<file path="src/hw/sgio_map.svh">
// Register offsets, indexed register numbers, field positions and reset values of the sense and I/O port.
`ifndef SGIO_MAP_SVH
`define SGIO_MAP_SVH

// ----------------------------------------------------------------------------
// Bus byte offsets
// ----------------------------------------------------------------------------
`define SGIO_OFS_INDEX     4'h0
`define SGIO_OFS_DATA      4'h4
`define SGIO_OFS_IRQ_STAT  4'h8
`define SGIO_OFS_IRQ_MASK  4'hC

// ----------------------------------------------------------------------------
// Indexed register numbers
// ----------------------------------------------------------------------------
`define SGIO_IDX_STATUS    7'h02
`define SGIO_IDX_SENSE_CTL 7'h03
`define SGIO_IDX_COMMAND   7'h07
`define SGIO_IDX_MISC_DIR  7'h08
`define SGIO_IDX_MISC_POL  7'h09
`define SGIO_IDX_MISC_SENS 7'h0A
`define SGIO_IDX_MISC_OUT  7'h0B
`define SGIO_IDX_S2_DELAY  7'h0C
`define SGIO_IDX_LAST_RO   7'h02

// ----------------------------------------------------------------------------
// Field positions
// ----------------------------------------------------------------------------
`define SGIO_CTL_S1_STOP   0
`define SGIO_CTL_S2_STOP   1
`define SGIO_CTL_S1_POL    2
`define SGIO_CTL_S2_POL    3
`define SGIO_CTL_SCANNING  4
`define SGIO_CTL_S1_SENS   5
`define SGIO_CTL_S2_SENS   6
`define SGIO_CMD_SOFT_RST  7
`define SGIO_STAT_S1       0
`define SGIO_STAT_S2       1
`define SGIO_STAT_MISC_LO  2
`define SGIO_IRQ_S1        0
`define SGIO_IRQ_S2        1
`define SGIO_IRQ_MISC      2

// ----------------------------------------------------------------------------
// Reset values
// ----------------------------------------------------------------------------
`define SGIO_RST_MISC_DIR  6'h38
`define SGIO_RST_MISC_POL  6'h00
`define SGIO_RST_MISC_SENS 6'h07
`define SGIO_RST_MISC_OUT  6'h18
`define SGIO_RST_SENSE_CTL 8'h00
`define SGIO_RST_S2_DELAY  8'h00
`define SGIO_RST_IRQ_MASK  3'h0

`endif

</file>
<file path="src/hw/sgio_pkg.sv">
// Types shared by the sense and I/O port files.
package sgio_pkg;

  // Configuration of the six general pins, one bit per pin.
  typedef struct packed {
    logic [5:0] dir;
    logic [5:0] pol;
    logic [5:0] sens;
    logic [5:0] out;
  } misc_cfg_type;

  // Motion state kept behind the scanning bit.
  typedef enum logic [3:0] {
    MOVE_IDLE = 4'h1,
    MOVE_SCAN = 4'h2,
    MOVE_FWD  = 4'h4,
    MOVE_REV  = 4'h8
  } move_type;

  // AXI4-Lite response codes.
  typedef enum logic [1:0] {
    RESP_OKAY   = 2'h0,
    RESP_DECERR = 2'h3
  } resp_type;

endpackage

</file>
<file path="src/hw/sgio_capture.sv">
// Input synchroniser, polarity, level and edge capture for a group of sense pins.
`timescale 1ns/1ps
module sgio_capture #(
  parameter int W = 6
) (
  // Clock and reset.
  input  wire logic         clk,
  input  wire logic         rst,
  // Pins and per-pin setup.
  input  wire logic [W-1:0] pin,
  input  wire logic [W-1:0] pol,
  input  wire logic [W-1:0] sens,
  // Status read strobe.
  input  wire logic         clear,
  // Results.
  output logic      [W-1:0] stat,
  output logic      [W-1:0] rise
);

  logic [W-1:0] sync_a;
  logic [W-1:0] sync_b;
  logic [W-1:0] prev;
  logic [W-1:0] held;
  logic [W-1:0] level;

  // Two-stage synchroniser; only the second stage is looked at.
  always_ff @(posedge clk) begin
    if (rst) begin
      sync_a <= '0;
      sync_b <= '0;
    end else begin
      sync_a <= pin;
      sync_b <= sync_a;
    end
  end

  // Polarity: a set bit makes a high pin read true.
  assign level = ~(sync_b ^ pol);

  // Previous true state for false-to-true detection.
  always_ff @(posedge clk) begin
    if (rst) begin
      prev <= '1; // Starts true so the release of reset never looks like an edge.
    end else begin
      prev <= level;
    end
  end

  assign rise = level & ~prev;

  // Edge capture; a new edge wins over a clear in the same cycle.
  always_ff @(posedge clk) begin
    if (rst) begin
      held <= '0;
    end else begin
      held <= rise | (held & ~{W{clear}});
    end
  end

  // Level mode shows the live state, edge mode the captured one.
  assign stat = (sens & held) | (~sens & level);

endmodule // sgio_capture

</file>
<file path="src/hw/sgio_port.sv">
// Sense inputs and general I/O pins with indexed register access over AXI4-Lite.
//
// Summary of operation
// - Two sense inputs, six direction-configurable pins.
// - Direction bit 0 input, 1 output.
// - Polarity 1 makes high read true.
// - Level mode shows live adjusted state; the sense two status bit sets only after its line delay.
// - Edge mode latches any false-to-true change.
// - Status read clears captured edge bits.
// - Sense one edge can stop any motion.
// - Sense two stops after programmable line count.
// - Sense two never stops reverse motion.
// - Output pin drives its written output bit.
// - Hard reset and suspend restore pin defaults.
// - Soft reset keeps pin setup and outputs.
// - Pins one-three default to falling-edge inputs.
// - Pins four-five drive high, six low.
// - Written index persists for later accesses.
// - Index three bit four is read-only.
//
// The implementer's own choices: the register addresses and the AXI4-Lite slave port.
`timescale 1ns/1ps
`include "sgio_map.svh"
module sgio_port #(
  parameter int LINE_W = 8
) (
  // Clock and reset.
  input  wire logic        CLK,
  input  wire logic        RST,
  // Power state and line timing.
  input  wire logic        SUSPEND,
  input  wire logic        LINE_TICK,
  // Pins.
  input  wire logic        SENSE_IN1,
  input  wire logic        SENSE_IN2,
  input  wire logic [5:0]  MISC_IN,
  output logic      [5:0]  MISC_OUT,
  output logic      [5:0]  MISC_OE,
  // Motion state and interrupt.
  output logic             SCANNING,
  output logic             IRQ,
  // AXI4-Lite write address and data.
  input  wire logic        AWVALID,
  output logic             AWREADY,
  input  wire logic [3:0]  AWADDR,
  input  wire logic        WVALID,
  output logic             WREADY,
  input  wire logic [31:0] WDATA,
  input  wire logic [3:0]  WSTRB,
  // AXI4-Lite write response.
  output logic             BVALID,
  input  wire logic        BREADY,
  output logic      [1:0]  BRESP,
  // AXI4-Lite read.
  input  wire logic        ARVALID,
  output logic             ARREADY,
  input  wire logic [3:0]  ARADDR,
  output logic             RVALID,
  input  wire logic        RREADY,
  output logic      [31:0] RDATA,
  output logic      [1:0]  RRESP
);

  // --------------------------------------------------------------------------
  // Parameter check
  // --------------------------------------------------------------------------
  if (LINE_W < 1 || LINE_W > 8) begin : g_bad_width
    $error("LINE_W must lie between 1 and 8.");
  end

  // --------------------------------------------------------------------------
  // Declarations
  // --------------------------------------------------------------------------
  sgio_pkg::misc_cfg_type misc;
  sgio_pkg::move_type     move;
  logic [6:0]             index;
  logic [7:0]             sense_ctl;
  logic [LINE_W-1:0]      s2_delay;
  logic [LINE_W-1:0]      s2_count;
  logic                   s2_armed;
  logic                   s2_hit;
  logic [2:0]             irq_stat;
  logic [2:0]             irq_mask;
  logic                   aw_held;
  logic                   w_held;
  logic [3:0]             aw_addr;
  logic [31:0]            w_data;
  logic                   w_lane0;
  logic                   wstrb_lane;
  logic                   wr_go;
  logic                   rd_go;
  logic                   idx_wr;
  logic                   idx_rd;
  logic                   stat_rd;
  logic                   irq_rd;
  logic [7:0]             wbyte;
  logic [7:0]             idx_data;
  logic [1:0]             s_stat;
  logic [1:0]             s_rise;
  logic [5:0]             m_stat;
  logic [5:0]             m_rise;
  logic                   s1_stop;
  logic                   s2_done;
  logic                   s2_stop;
  logic                   soft_rst;
  logic [2:0]             next_irq;

  // Match of a bus offset against one register offset.
  function automatic logic is_ofs(input logic [3:0] a, input logic [3:0] ofs);
    is_ofs = (a == ofs);
  endfunction

  // Offsets that answer OKAY.
  function automatic logic mapped(input logic [3:0] a);
    mapped = is_ofs(a, `SGIO_OFS_INDEX) || is_ofs(a, `SGIO_OFS_DATA) ||
             is_ofs(a, `SGIO_OFS_IRQ_STAT) || is_ofs(a, `SGIO_OFS_IRQ_MASK);
  endfunction

  // --------------------------------------------------------------------------
  // Input capture
  // --------------------------------------------------------------------------
  sgio_capture #(
    .W (2)
  ) u_sense (
    .clk   (CLK),
    .rst   (RST),
    .pin   ({SENSE_IN2, SENSE_IN1}),
    .pol   ({sense_ctl[`SGIO_CTL_S2_POL], sense_ctl[`SGIO_CTL_S1_POL]}),
    .sens  ({sense_ctl[`SGIO_CTL_S2_SENS], sense_ctl[`SGIO_CTL_S1_SENS]}),
    .clear (stat_rd),
    .stat  (s_stat),
    .rise  (s_rise)
  );

  sgio_capture #(
    .W (6)
  ) u_misc (
    .clk   (CLK),
    .rst   (RST),
    .pin   (MISC_IN),
    .pol   (misc.pol),
    .sens  (misc.sens),
    .clear (stat_rd),
    .stat  (m_stat),
    .rise  (m_rise)
  );

  // --------------------------------------------------------------------------
  // Bus decode
  // --------------------------------------------------------------------------
  assign wr_go    = aw_held && w_held && !BVALID;
  assign rd_go    = ARVALID && ARREADY;
  assign w_lane0  = wstrb_lane; // Lane zero carries the byte; without it a data write is dropped.
  assign wbyte    = w_data[7:0];
  assign idx_wr   = wr_go && is_ofs(aw_addr, `SGIO_OFS_DATA) && w_lane0;
  assign idx_rd   = rd_go && is_ofs(ARADDR, `SGIO_OFS_DATA);
  assign stat_rd  = idx_rd && (index == `SGIO_IDX_STATUS);
  assign irq_rd   = rd_go && is_ofs(ARADDR, `SGIO_OFS_IRQ_STAT);
  assign soft_rst = idx_wr && (index == `SGIO_IDX_COMMAND) && wbyte[`SGIO_CMD_SOFT_RST];

  // --------------------------------------------------------------------------
  // AXI4-Lite write channel
  // --------------------------------------------------------------------------
  // Address and data are taken in either order and held until the write.
  always_ff @(posedge CLK) begin
    if (RST) begin
      aw_held    <= 1'b0;
      w_held     <= 1'b0;
      aw_addr    <= 4'h0;
      w_data     <= 32'h0000_0000;
      wstrb_lane <= 1'b0;
      AWREADY    <= 1'b1;
      WREADY     <= 1'b1;
    end else begin
      if (AWVALID && AWREADY) begin
        aw_held <= 1'b1;
        aw_addr <= AWADDR;
        AWREADY <= 1'b0;
      end else if (wr_go) begin
        aw_held <= 1'b0;
      end
      if (WVALID && WREADY) begin
        w_held     <= 1'b1;
        w_data     <= WDATA;
        wstrb_lane <= WSTRB[0];
        WREADY     <= 1'b0;
      end else if (wr_go) begin
        w_held <= 1'b0;
      end
      if (BVALID && BREADY) begin
        AWREADY <= 1'b1;
        WREADY  <= 1'b1;
      end
    end
  end

  // Write response follows both halves.
  always_ff @(posedge CLK) begin
    if (RST) begin
      BVALID <= 1'b0;
      BRESP  <= sgio_pkg::RESP_OKAY;
    end else if (wr_go) begin
      BVALID <= 1'b1;
      BRESP  <= mapped(aw_addr) ? sgio_pkg::RESP_OKAY : sgio_pkg::RESP_DECERR;
    end else if (BREADY) begin
      BVALID <= 1'b0;
    end
  end

  // --------------------------------------------------------------------------
  // AXI4-Lite read channel
  // --------------------------------------------------------------------------
  // Indexed register read mux.
  always_comb begin
    idx_data = 8'h00;
    unique case (index)
      `SGIO_IDX_STATUS:    idx_data = {m_stat, s2_hit, s_stat[0]};
      `SGIO_IDX_SENSE_CTL: idx_data = sense_ctl;
      `SGIO_IDX_COMMAND:   idx_data = {4'h0, move};
      `SGIO_IDX_MISC_DIR:  idx_data = {2'h0, misc.dir};
      `SGIO_IDX_MISC_POL:  idx_data = {2'h0, misc.pol};
      `SGIO_IDX_MISC_SENS: idx_data = {2'h0, misc.sens};
      `SGIO_IDX_MISC_OUT:  idx_data = {2'h0, misc.out};
      `SGIO_IDX_S2_DELAY:  idx_data = 8'(s2_delay);
      default:             idx_data = 8'h00;
    endcase
  end

  // One read at a time; data stands until taken.
  always_ff @(posedge CLK) begin
    if (RST) begin
      ARREADY <= 1'b1;
      RVALID  <= 1'b0;
      RDATA   <= 32'h0000_0000;
      RRESP   <= sgio_pkg::RESP_OKAY;
    end else if (rd_go) begin
      ARREADY <= 1'b0;
      RVALID  <= 1'b1;
      RRESP   <= mapped(ARADDR) ? sgio_pkg::RESP_OKAY : sgio_pkg::RESP_DECERR;
      unique case (ARADDR)
        `SGIO_OFS_INDEX:    RDATA <= {25'h0, index};
        `SGIO_OFS_DATA:     RDATA <= {24'h0, idx_data};
        `SGIO_OFS_IRQ_STAT: RDATA <= {29'h0, irq_stat};
        `SGIO_OFS_IRQ_MASK: RDATA <= {29'h0, irq_mask};
        default:            RDATA <= 32'h0000_0000;
      endcase
    end else if (RVALID && RREADY) begin
      RVALID  <= 1'b0;
      ARREADY <= 1'b1;
    end
  end

  // --------------------------------------------------------------------------
  // Index and plain registers
  // --------------------------------------------------------------------------
  // The index stays until rewritten.
  always_ff @(posedge CLK) begin
    if (RST) begin
      index <= 7'h00;
    end else if (wr_go && is_ofs(aw_addr, `SGIO_OFS_INDEX) && wstrb_lane) begin
      index <= w_data[6:0];
    end
  end

  // Sense control; the scanning bit is not stored here and writes skip it.
  always_ff @(posedge CLK) begin
    if (RST) begin
      sense_ctl <= `SGIO_RST_SENSE_CTL;
    end else if (idx_wr && index == `SGIO_IDX_SENSE_CTL) begin
      sense_ctl <= wbyte & ~(8'h01 << `SGIO_CTL_SCANNING);
    end
  end

  // Sense two line delay.
  always_ff @(posedge CLK) begin
    if (RST) begin
      s2_delay <= LINE_W'(`SGIO_RST_S2_DELAY);
    end else if (idx_wr && index == `SGIO_IDX_S2_DELAY) begin
      s2_delay <= wbyte[LINE_W-1:0];
    end
  end

  // --------------------------------------------------------------------------
  // General pin configuration
  // --------------------------------------------------------------------------
  // Defaults return on hard reset and suspend, never on soft reset.
  always_ff @(posedge CLK) begin
    if (RST || SUSPEND) begin
      misc.dir  <= `SGIO_RST_MISC_DIR;
      misc.pol  <= `SGIO_RST_MISC_POL;
      misc.sens <= `SGIO_RST_MISC_SENS;
      misc.out  <= `SGIO_RST_MISC_OUT;
    end else if (idx_wr) begin
      unique case (index)
        `SGIO_IDX_MISC_DIR:  misc.dir  <= wbyte[5:0];
        `SGIO_IDX_MISC_POL:  misc.pol  <= wbyte[5:0];
        `SGIO_IDX_MISC_SENS: misc.sens <= wbyte[5:0];
        `SGIO_IDX_MISC_OUT:  misc.out  <= wbyte[5:0];
        default:             misc      <= misc;
      endcase
    end
  end

  // Pin drivers follow the configuration registers.
  always_ff @(posedge CLK) begin
    if (RST) begin
      MISC_OE  <= `SGIO_RST_MISC_DIR;
      MISC_OUT <= `SGIO_RST_MISC_OUT;
    end else begin
      MISC_OE  <= misc.dir;
      MISC_OUT <= misc.out & misc.dir;
    end
  end

  // --------------------------------------------------------------------------
  // Sense two line delay
  // --------------------------------------------------------------------------
  // Counts lines after a false-to-true change, then raises its status.
  always_ff @(posedge CLK) begin
    if (RST || soft_rst) begin
      s2_armed <= 1'b0;
      s2_count <= '0;
    end else if (s_rise[1]) begin
      s2_armed <= 1'b1;
      s2_count <= '0;
    end else if (s2_armed && (s2_count == s2_delay)) begin
      s2_armed <= 1'b0;
    end else if (s2_armed && LINE_TICK) begin
      s2_count <= s2_count + LINE_W'(1);
    end
  end

  assign s2_done = s2_armed && !s_rise[1] && (s2_count == s2_delay);

  // Delayed sense two status; set wins over the clearing read.
  always_ff @(posedge CLK) begin
    if (RST) begin
      s2_hit <= 1'b0;
    end else if (s2_done) begin
      s2_hit <= 1'b1;
    end else if (sense_ctl[`SGIO_CTL_S2_SENS] ? stat_rd : !s_stat[1]) begin
      s2_hit <= 1'b0;
    end
  end

  // --------------------------------------------------------------------------
  // Motion state and scanning bit
  // --------------------------------------------------------------------------
  assign s1_stop = sense_ctl[`SGIO_CTL_S1_STOP] && s_rise[0];
  assign s2_stop = sense_ctl[`SGIO_CTL_S2_STOP] && s2_done &&
                   (move != sgio_pkg::MOVE_REV);

  // Commands start motion; sense stops and soft reset return to idle.
  always_ff @(posedge CLK) begin
    if (RST) begin
      move <= sgio_pkg::MOVE_IDLE;
    end else if (soft_rst || s1_stop || s2_stop) begin
      move <= sgio_pkg::MOVE_IDLE;
    end else if (idx_wr && index == `SGIO_IDX_COMMAND) begin
      unique case (wbyte[1:0])
        2'h1:    move <= sgio_pkg::MOVE_SCAN;
        2'h2:    move <= sgio_pkg::MOVE_FWD;
        2'h3:    move <= sgio_pkg::MOVE_REV;
        default: move <= sgio_pkg::MOVE_IDLE;
      endcase
    end
  end

  // Scanning output is high in every moving state.
  always_ff @(posedge CLK) begin
    if (RST) begin
      SCANNING <= 1'b0;
    end else begin
      SCANNING <= (move != sgio_pkg::MOVE_IDLE);
    end
  end

  // --------------------------------------------------------------------------
  // Interrupts
  // --------------------------------------------------------------------------
  assign next_irq = {|m_rise, s2_done, s_rise[0]};

  // Sticky events cleared by reading; a new event wins over the read.
  always_ff @(posedge CLK) begin
    if (RST) begin
      irq_stat <= 3'h0;
    end else begin
      irq_stat <= next_irq | (irq_rd ? 3'h0 : irq_stat);
    end
  end

  // Mask register.
  always_ff @(posedge CLK) begin
    if (RST) begin
      irq_mask <= `SGIO_RST_IRQ_MASK;
    end else if (wr_go && is_ofs(aw_addr, `SGIO_OFS_IRQ_MASK) && wstrb_lane) begin
      irq_mask <= w_data[2:0];
    end
  end

  // Level interrupt output.
  always_ff @(posedge CLK) begin
    if (RST) begin
      IRQ <= 1'b0;
    end else begin
      IRQ <= |(irq_stat & irq_mask);
    end
  end

endmodule // sgio_port

</file>
<file path="config.mk">
export PLATFORM = sky130hd
export DESIGN_NAME = sgio_port
export DESIGN_NICKNAME = d
export VERILOG_FILES = /design/src/hw/sgio_pkg.sv /design/src/hw/sgio_capture.sv /design/src/hw/sgio_port.sv
export VERILOG_INCLUDE_DIRS = /design/src /design/src/hw
export SDC_FILE = /design/constraint.sdc
export NUM_CORES = 1
export LEC_CHECK = 0
export BUFFER_PORTS_ARGS = -buffer_cell sky130_fd_sc_hd__buf_4
export CAP_MARGIN = 20
export CORE_ASPECT_RATIO = 0.75
export CORE_MARGIN = 8
export CORE_UTILIZATION = 50
export DETAILED_ROUTE_END_ITERATION = 7
export PLACE_DENSITY = 0.73
export SLEW_MARGIN = 20
export SYNTH_ARGS = -nofsm -noshare
export SYNTH_HDL_FRONTEND = slang
export SYNTH_SLANG_ARGS = --single-unit
</file>
<file path="constraint.sdc">
create_clock -name CLK -period 2.25 [get_ports CLK]
set_clock_uncertainty 0.15 [all_clocks]
set_input_delay 0 -clock CLK [delete_from_list [all_inputs] [get_ports CLK]]
set_output_delay 0 -clock CLK [all_outputs]
set_load 0.05 [all_outputs]
</file>
==> key figures <==
Critical path
  – Register-to-register setup slack: 90 ps
  – Worst Setup End Kind: register
  – Worst Path Class, Setup: reg -> reg
  – CP Max Fanout: 9
  – Worst EP arrival: 2300 ps
  – Required time worst endpoint: 2400 ps
  – Worst-case reg-to-reg path depth: 5
  – Worst setup SP type: register
  – Reg2reg end: sense_ctl[5]
  – Reg-to-Reg Start: BVALID

Final layout
  – Fin nets: 814
  – Non-Filler Instances: 927
  – Fin area: 7640 sq um
  – Fill cell count: 909
  – Antenna diodes: 0
  – Area delta synth->final: 28.0%
  – Share of layout cells above drive strength 1: 18.7%

Yosys
  – Cells after Synth: 638
  – Netlist cell types: 66
  – Ys Warns: 0
  – Top cells by area, synth: dfxtp_1, mux2i_1, nor2_1
  – Post-synth EDFFs: 0
  – Synth top area share: 47.3%
  – Synth Cell Area: 5970 sq um
  – Avg Cell Area, Syn: 9.36 sq um
  – Synth area leader: dfxtp_1
  – Post-synth top cells: dfxtp_1, nor2_1, nand2_1
  – Ys async rst share: 0%
  – Register bit total from synthesis: 141
  – Most frequent cell after synthesis: dfxtp_1
  – Primary FF master, synth: dfxtp_1
  – Sequential share of the synthesized area: 47.3%

Hold path
  – Worst hold path depth: 4
  – Hold path endpoint: w_data[7]
  – Hold path start: WDATA[7]
  – Worst hold path type: in -> reg

Clock network
  – Total number of H-tree levels: 4
  – Clock Latency Late Sink: 420 ps
  – Clock buffer depth: 2
  – Clock Sinks: 141
  – Clk slew on worst S/H paths: 60 ps
  – CTS buffer count: 17
  – TritonCTS clock tree: done
  – Clock Tree Root: clkbuf_16

GRT
  – Vias in the first global route: 4,869
  – First-pass GRT wire length: 26.0 mm
  – Initial antenna violation count: 0
  – Largest net degree at the start of global routing: 43
  – Grt ovf: 0
  – Overall Global Routing Usage: 20.9%

Route
  – WL final: 16.4 mm
  – Vias per cell: 5.46
  – Routed Antenna Nets: 0
  – TritonRoute pass-1 iters: 5
  – Drt wl/cell: 17.6 microns
  – Detailed Route Iter0 Violations: 475
  – Via count: 5,057
  – Residual DRC: 0

Floorplan
  – Boundary Pins: 116
  – Die ar.: 15,700 sq um
  – Initial Utilization: 51.4%
  – Chip height: 111 microns
  – Core area: 11,600 sq um
  – Die W: 142 microns
  – Core Rows: 34

Placed design
  – I/O Buffers: 64
  – Placed insts: 849
  – Final Wtd Congestion: 0.962
  – DP Area: 6580 sq um
  – DPL Wire Length: 11.3 mm

Timing
  – Slew margin rel.: 49.3%
  – Min Hold Slack: 241 ps
  – TNS Setup: 0 ps
  – Final hold viol count: 0
  – Unrepaired setup endpoints after global routing: no
  – Measured slew at the worst slew-check pin: 760 ps
  – Max Clock Freq: 463 MHz
  – # setup viols final: 0
  – Final period utilization: 95.9%
  – Crit path time final: 2160 ps
  – Slew Limit Fails: 0

Power and ir drop
  – Worst vdd rail ir drop: 0.000528 V
  – Int Pwr: 4.50 mW
  – Pwr dens: 770 nW/um^2
  – Clock share of power: 48.5%
  – Flop pwr share: 44.3%
  – Net Sw Frac: 23.4%
  – Lkg Pwr: 3.07 nW
  – Psw: 1.38 mW
  – Comb power frac: 7.2%

Job
  – Max Cap Viol: 0

Outcome
  – Status: finished, final reports clean
## per-stage QoR
stage          setup slack (ps)  power [mW]  util (%)
3_5_place_dp                164        3.01      56.7
5_1_grt                    6.69        6.07      65.8
2_1_floorplan              38.9        2.93         -
4_1_cts                     146        5.90      65.8
6_report                   91.7        5.88      65.8
3_3_place_gp                214        3.01      56.7
## final cells by class
type                    count  area, sq um  area share, %
multi-input cells         458         2890           37.8
well taps                 162          203           2.65
inverters                   2         7.51         0.0982
repair buffers            132         1120           14.6
clock buffers              21          460           6.02
clock inverters            11          141           1.85
flip-flops and latches    141         2820           36.9
## cell families (layout without fill, tap and decap cells)
logic type,count (synthesis),in the layout,synth area share [%]
multiplexers,63,63,11.3
XOR/XNOR,21,21,3.08
AO/OA/AOI/OAI,104,104,11.2
buffers and inverters,62,166,5.78
other,1,24,0.0628
adder cells (fa/ha/maj),1,1,0.209
AND/OR/NAND/NOR,245,245,21.1
flip-flops,141,141,47.3
## placed cells by master (no fill, tap or decap), types with 4 or more instances in the layout
cell / count
xor2_1: 10
mux2i_1: 56
clkinv_2: 4
a22oi_1: 6
or2_2: 8
and2_1: 5
conb_1: 24
o21ai_0: 8
nand3_1: 12
nor3_1: 7
nor2b_1: 23
buf_4: 85
nand2b_1: 13
a21o_1: 4
a21oi_1: 43
nand2_1: 65
mux2_2: 4
o211ai_1: 4
xnor2_1: 11
nor2_1: 71
nand4_1: 6
clkbuf_16: 17
a22o_1: 4
dlygate4sd3_1: 46
dfxtp_1: 140
o22ai_1: 7
## critical path: stages (launching register included)
cell and delay, ps:
dfxtp_1 360, and3b_1 290, and4_1 450, nand2_1 430, mux2i_1 310, nor2_1 50
## metal layers
layer / global-route usage, % / wire length, microns / part of all wire, % / up-vias
met4: 6.85 / 250 / 1.5 / 0
met2: 30.5 / 7070 / 43 / 254
met1: 27.7 / 7170 / 44 / 2379
li1: - / - / - / 2395
met3: 8.00 / 1870 / 11 / 29
met5: 0 / 0 / 0 / -
## power groups by stage
stage / sequential (mW) / clock, mW / combinational [mW]
after global routing: 2.61 / 3.00 / 0.455
after detailed placement: 2.66 / 0 / 0.355
after global placement: 2.66 / 0 / 0.350
after CTS: 2.60 / 2.88 / 0.420
after floorplan: 2.66 / 0 / 0.270
final: 2.61 / 2.85 / 0.425
## state kept, by name, summed over array words and instances, names as in the netlist, 2 cells and up
name            cells
u_misc.sync_a       6
move                4
aw_addr             4
misc               24
u_misc.prev         6
w_data              8
u_sense.sync_a      2
u_misc.held         6
MISC_OE             6
RDATA               8
u_sense.sync_b      2
irq_stat            3
irq_mask            3
s2_delay            8
MISC_OUT            6
index               7
s2_count            8
sense_ctl           7
u_sense.prev        2
u_misc.sync_b       6
## worst max-delay path by stage
| stage | startpoint | to | slack [ps] |
|---|---|---|---|
| final | BVALID | sense_ctl[5] | 90 |
| after global routing | BVALID | move[0] | 7 |
| after CTS | BVALID | sense_ctl[5] | 150 |
| after detailed placement | BVALID | sense_ctl[5] | 160 |
| after global placement | index[6] | sense_ctl[2] | 210 |
| after floorplan | BVALID | move[0] | 40 |
## what timing repair did
item                                    CTS  global route
endpoints found under the setup margin    0             2
endpoints found under the hold margin    91             0
resized for setup                         0             1
setup buffers                             0             0
hold buffers                             46             0
Note: power is estimated with default switching activity, not from simulation.
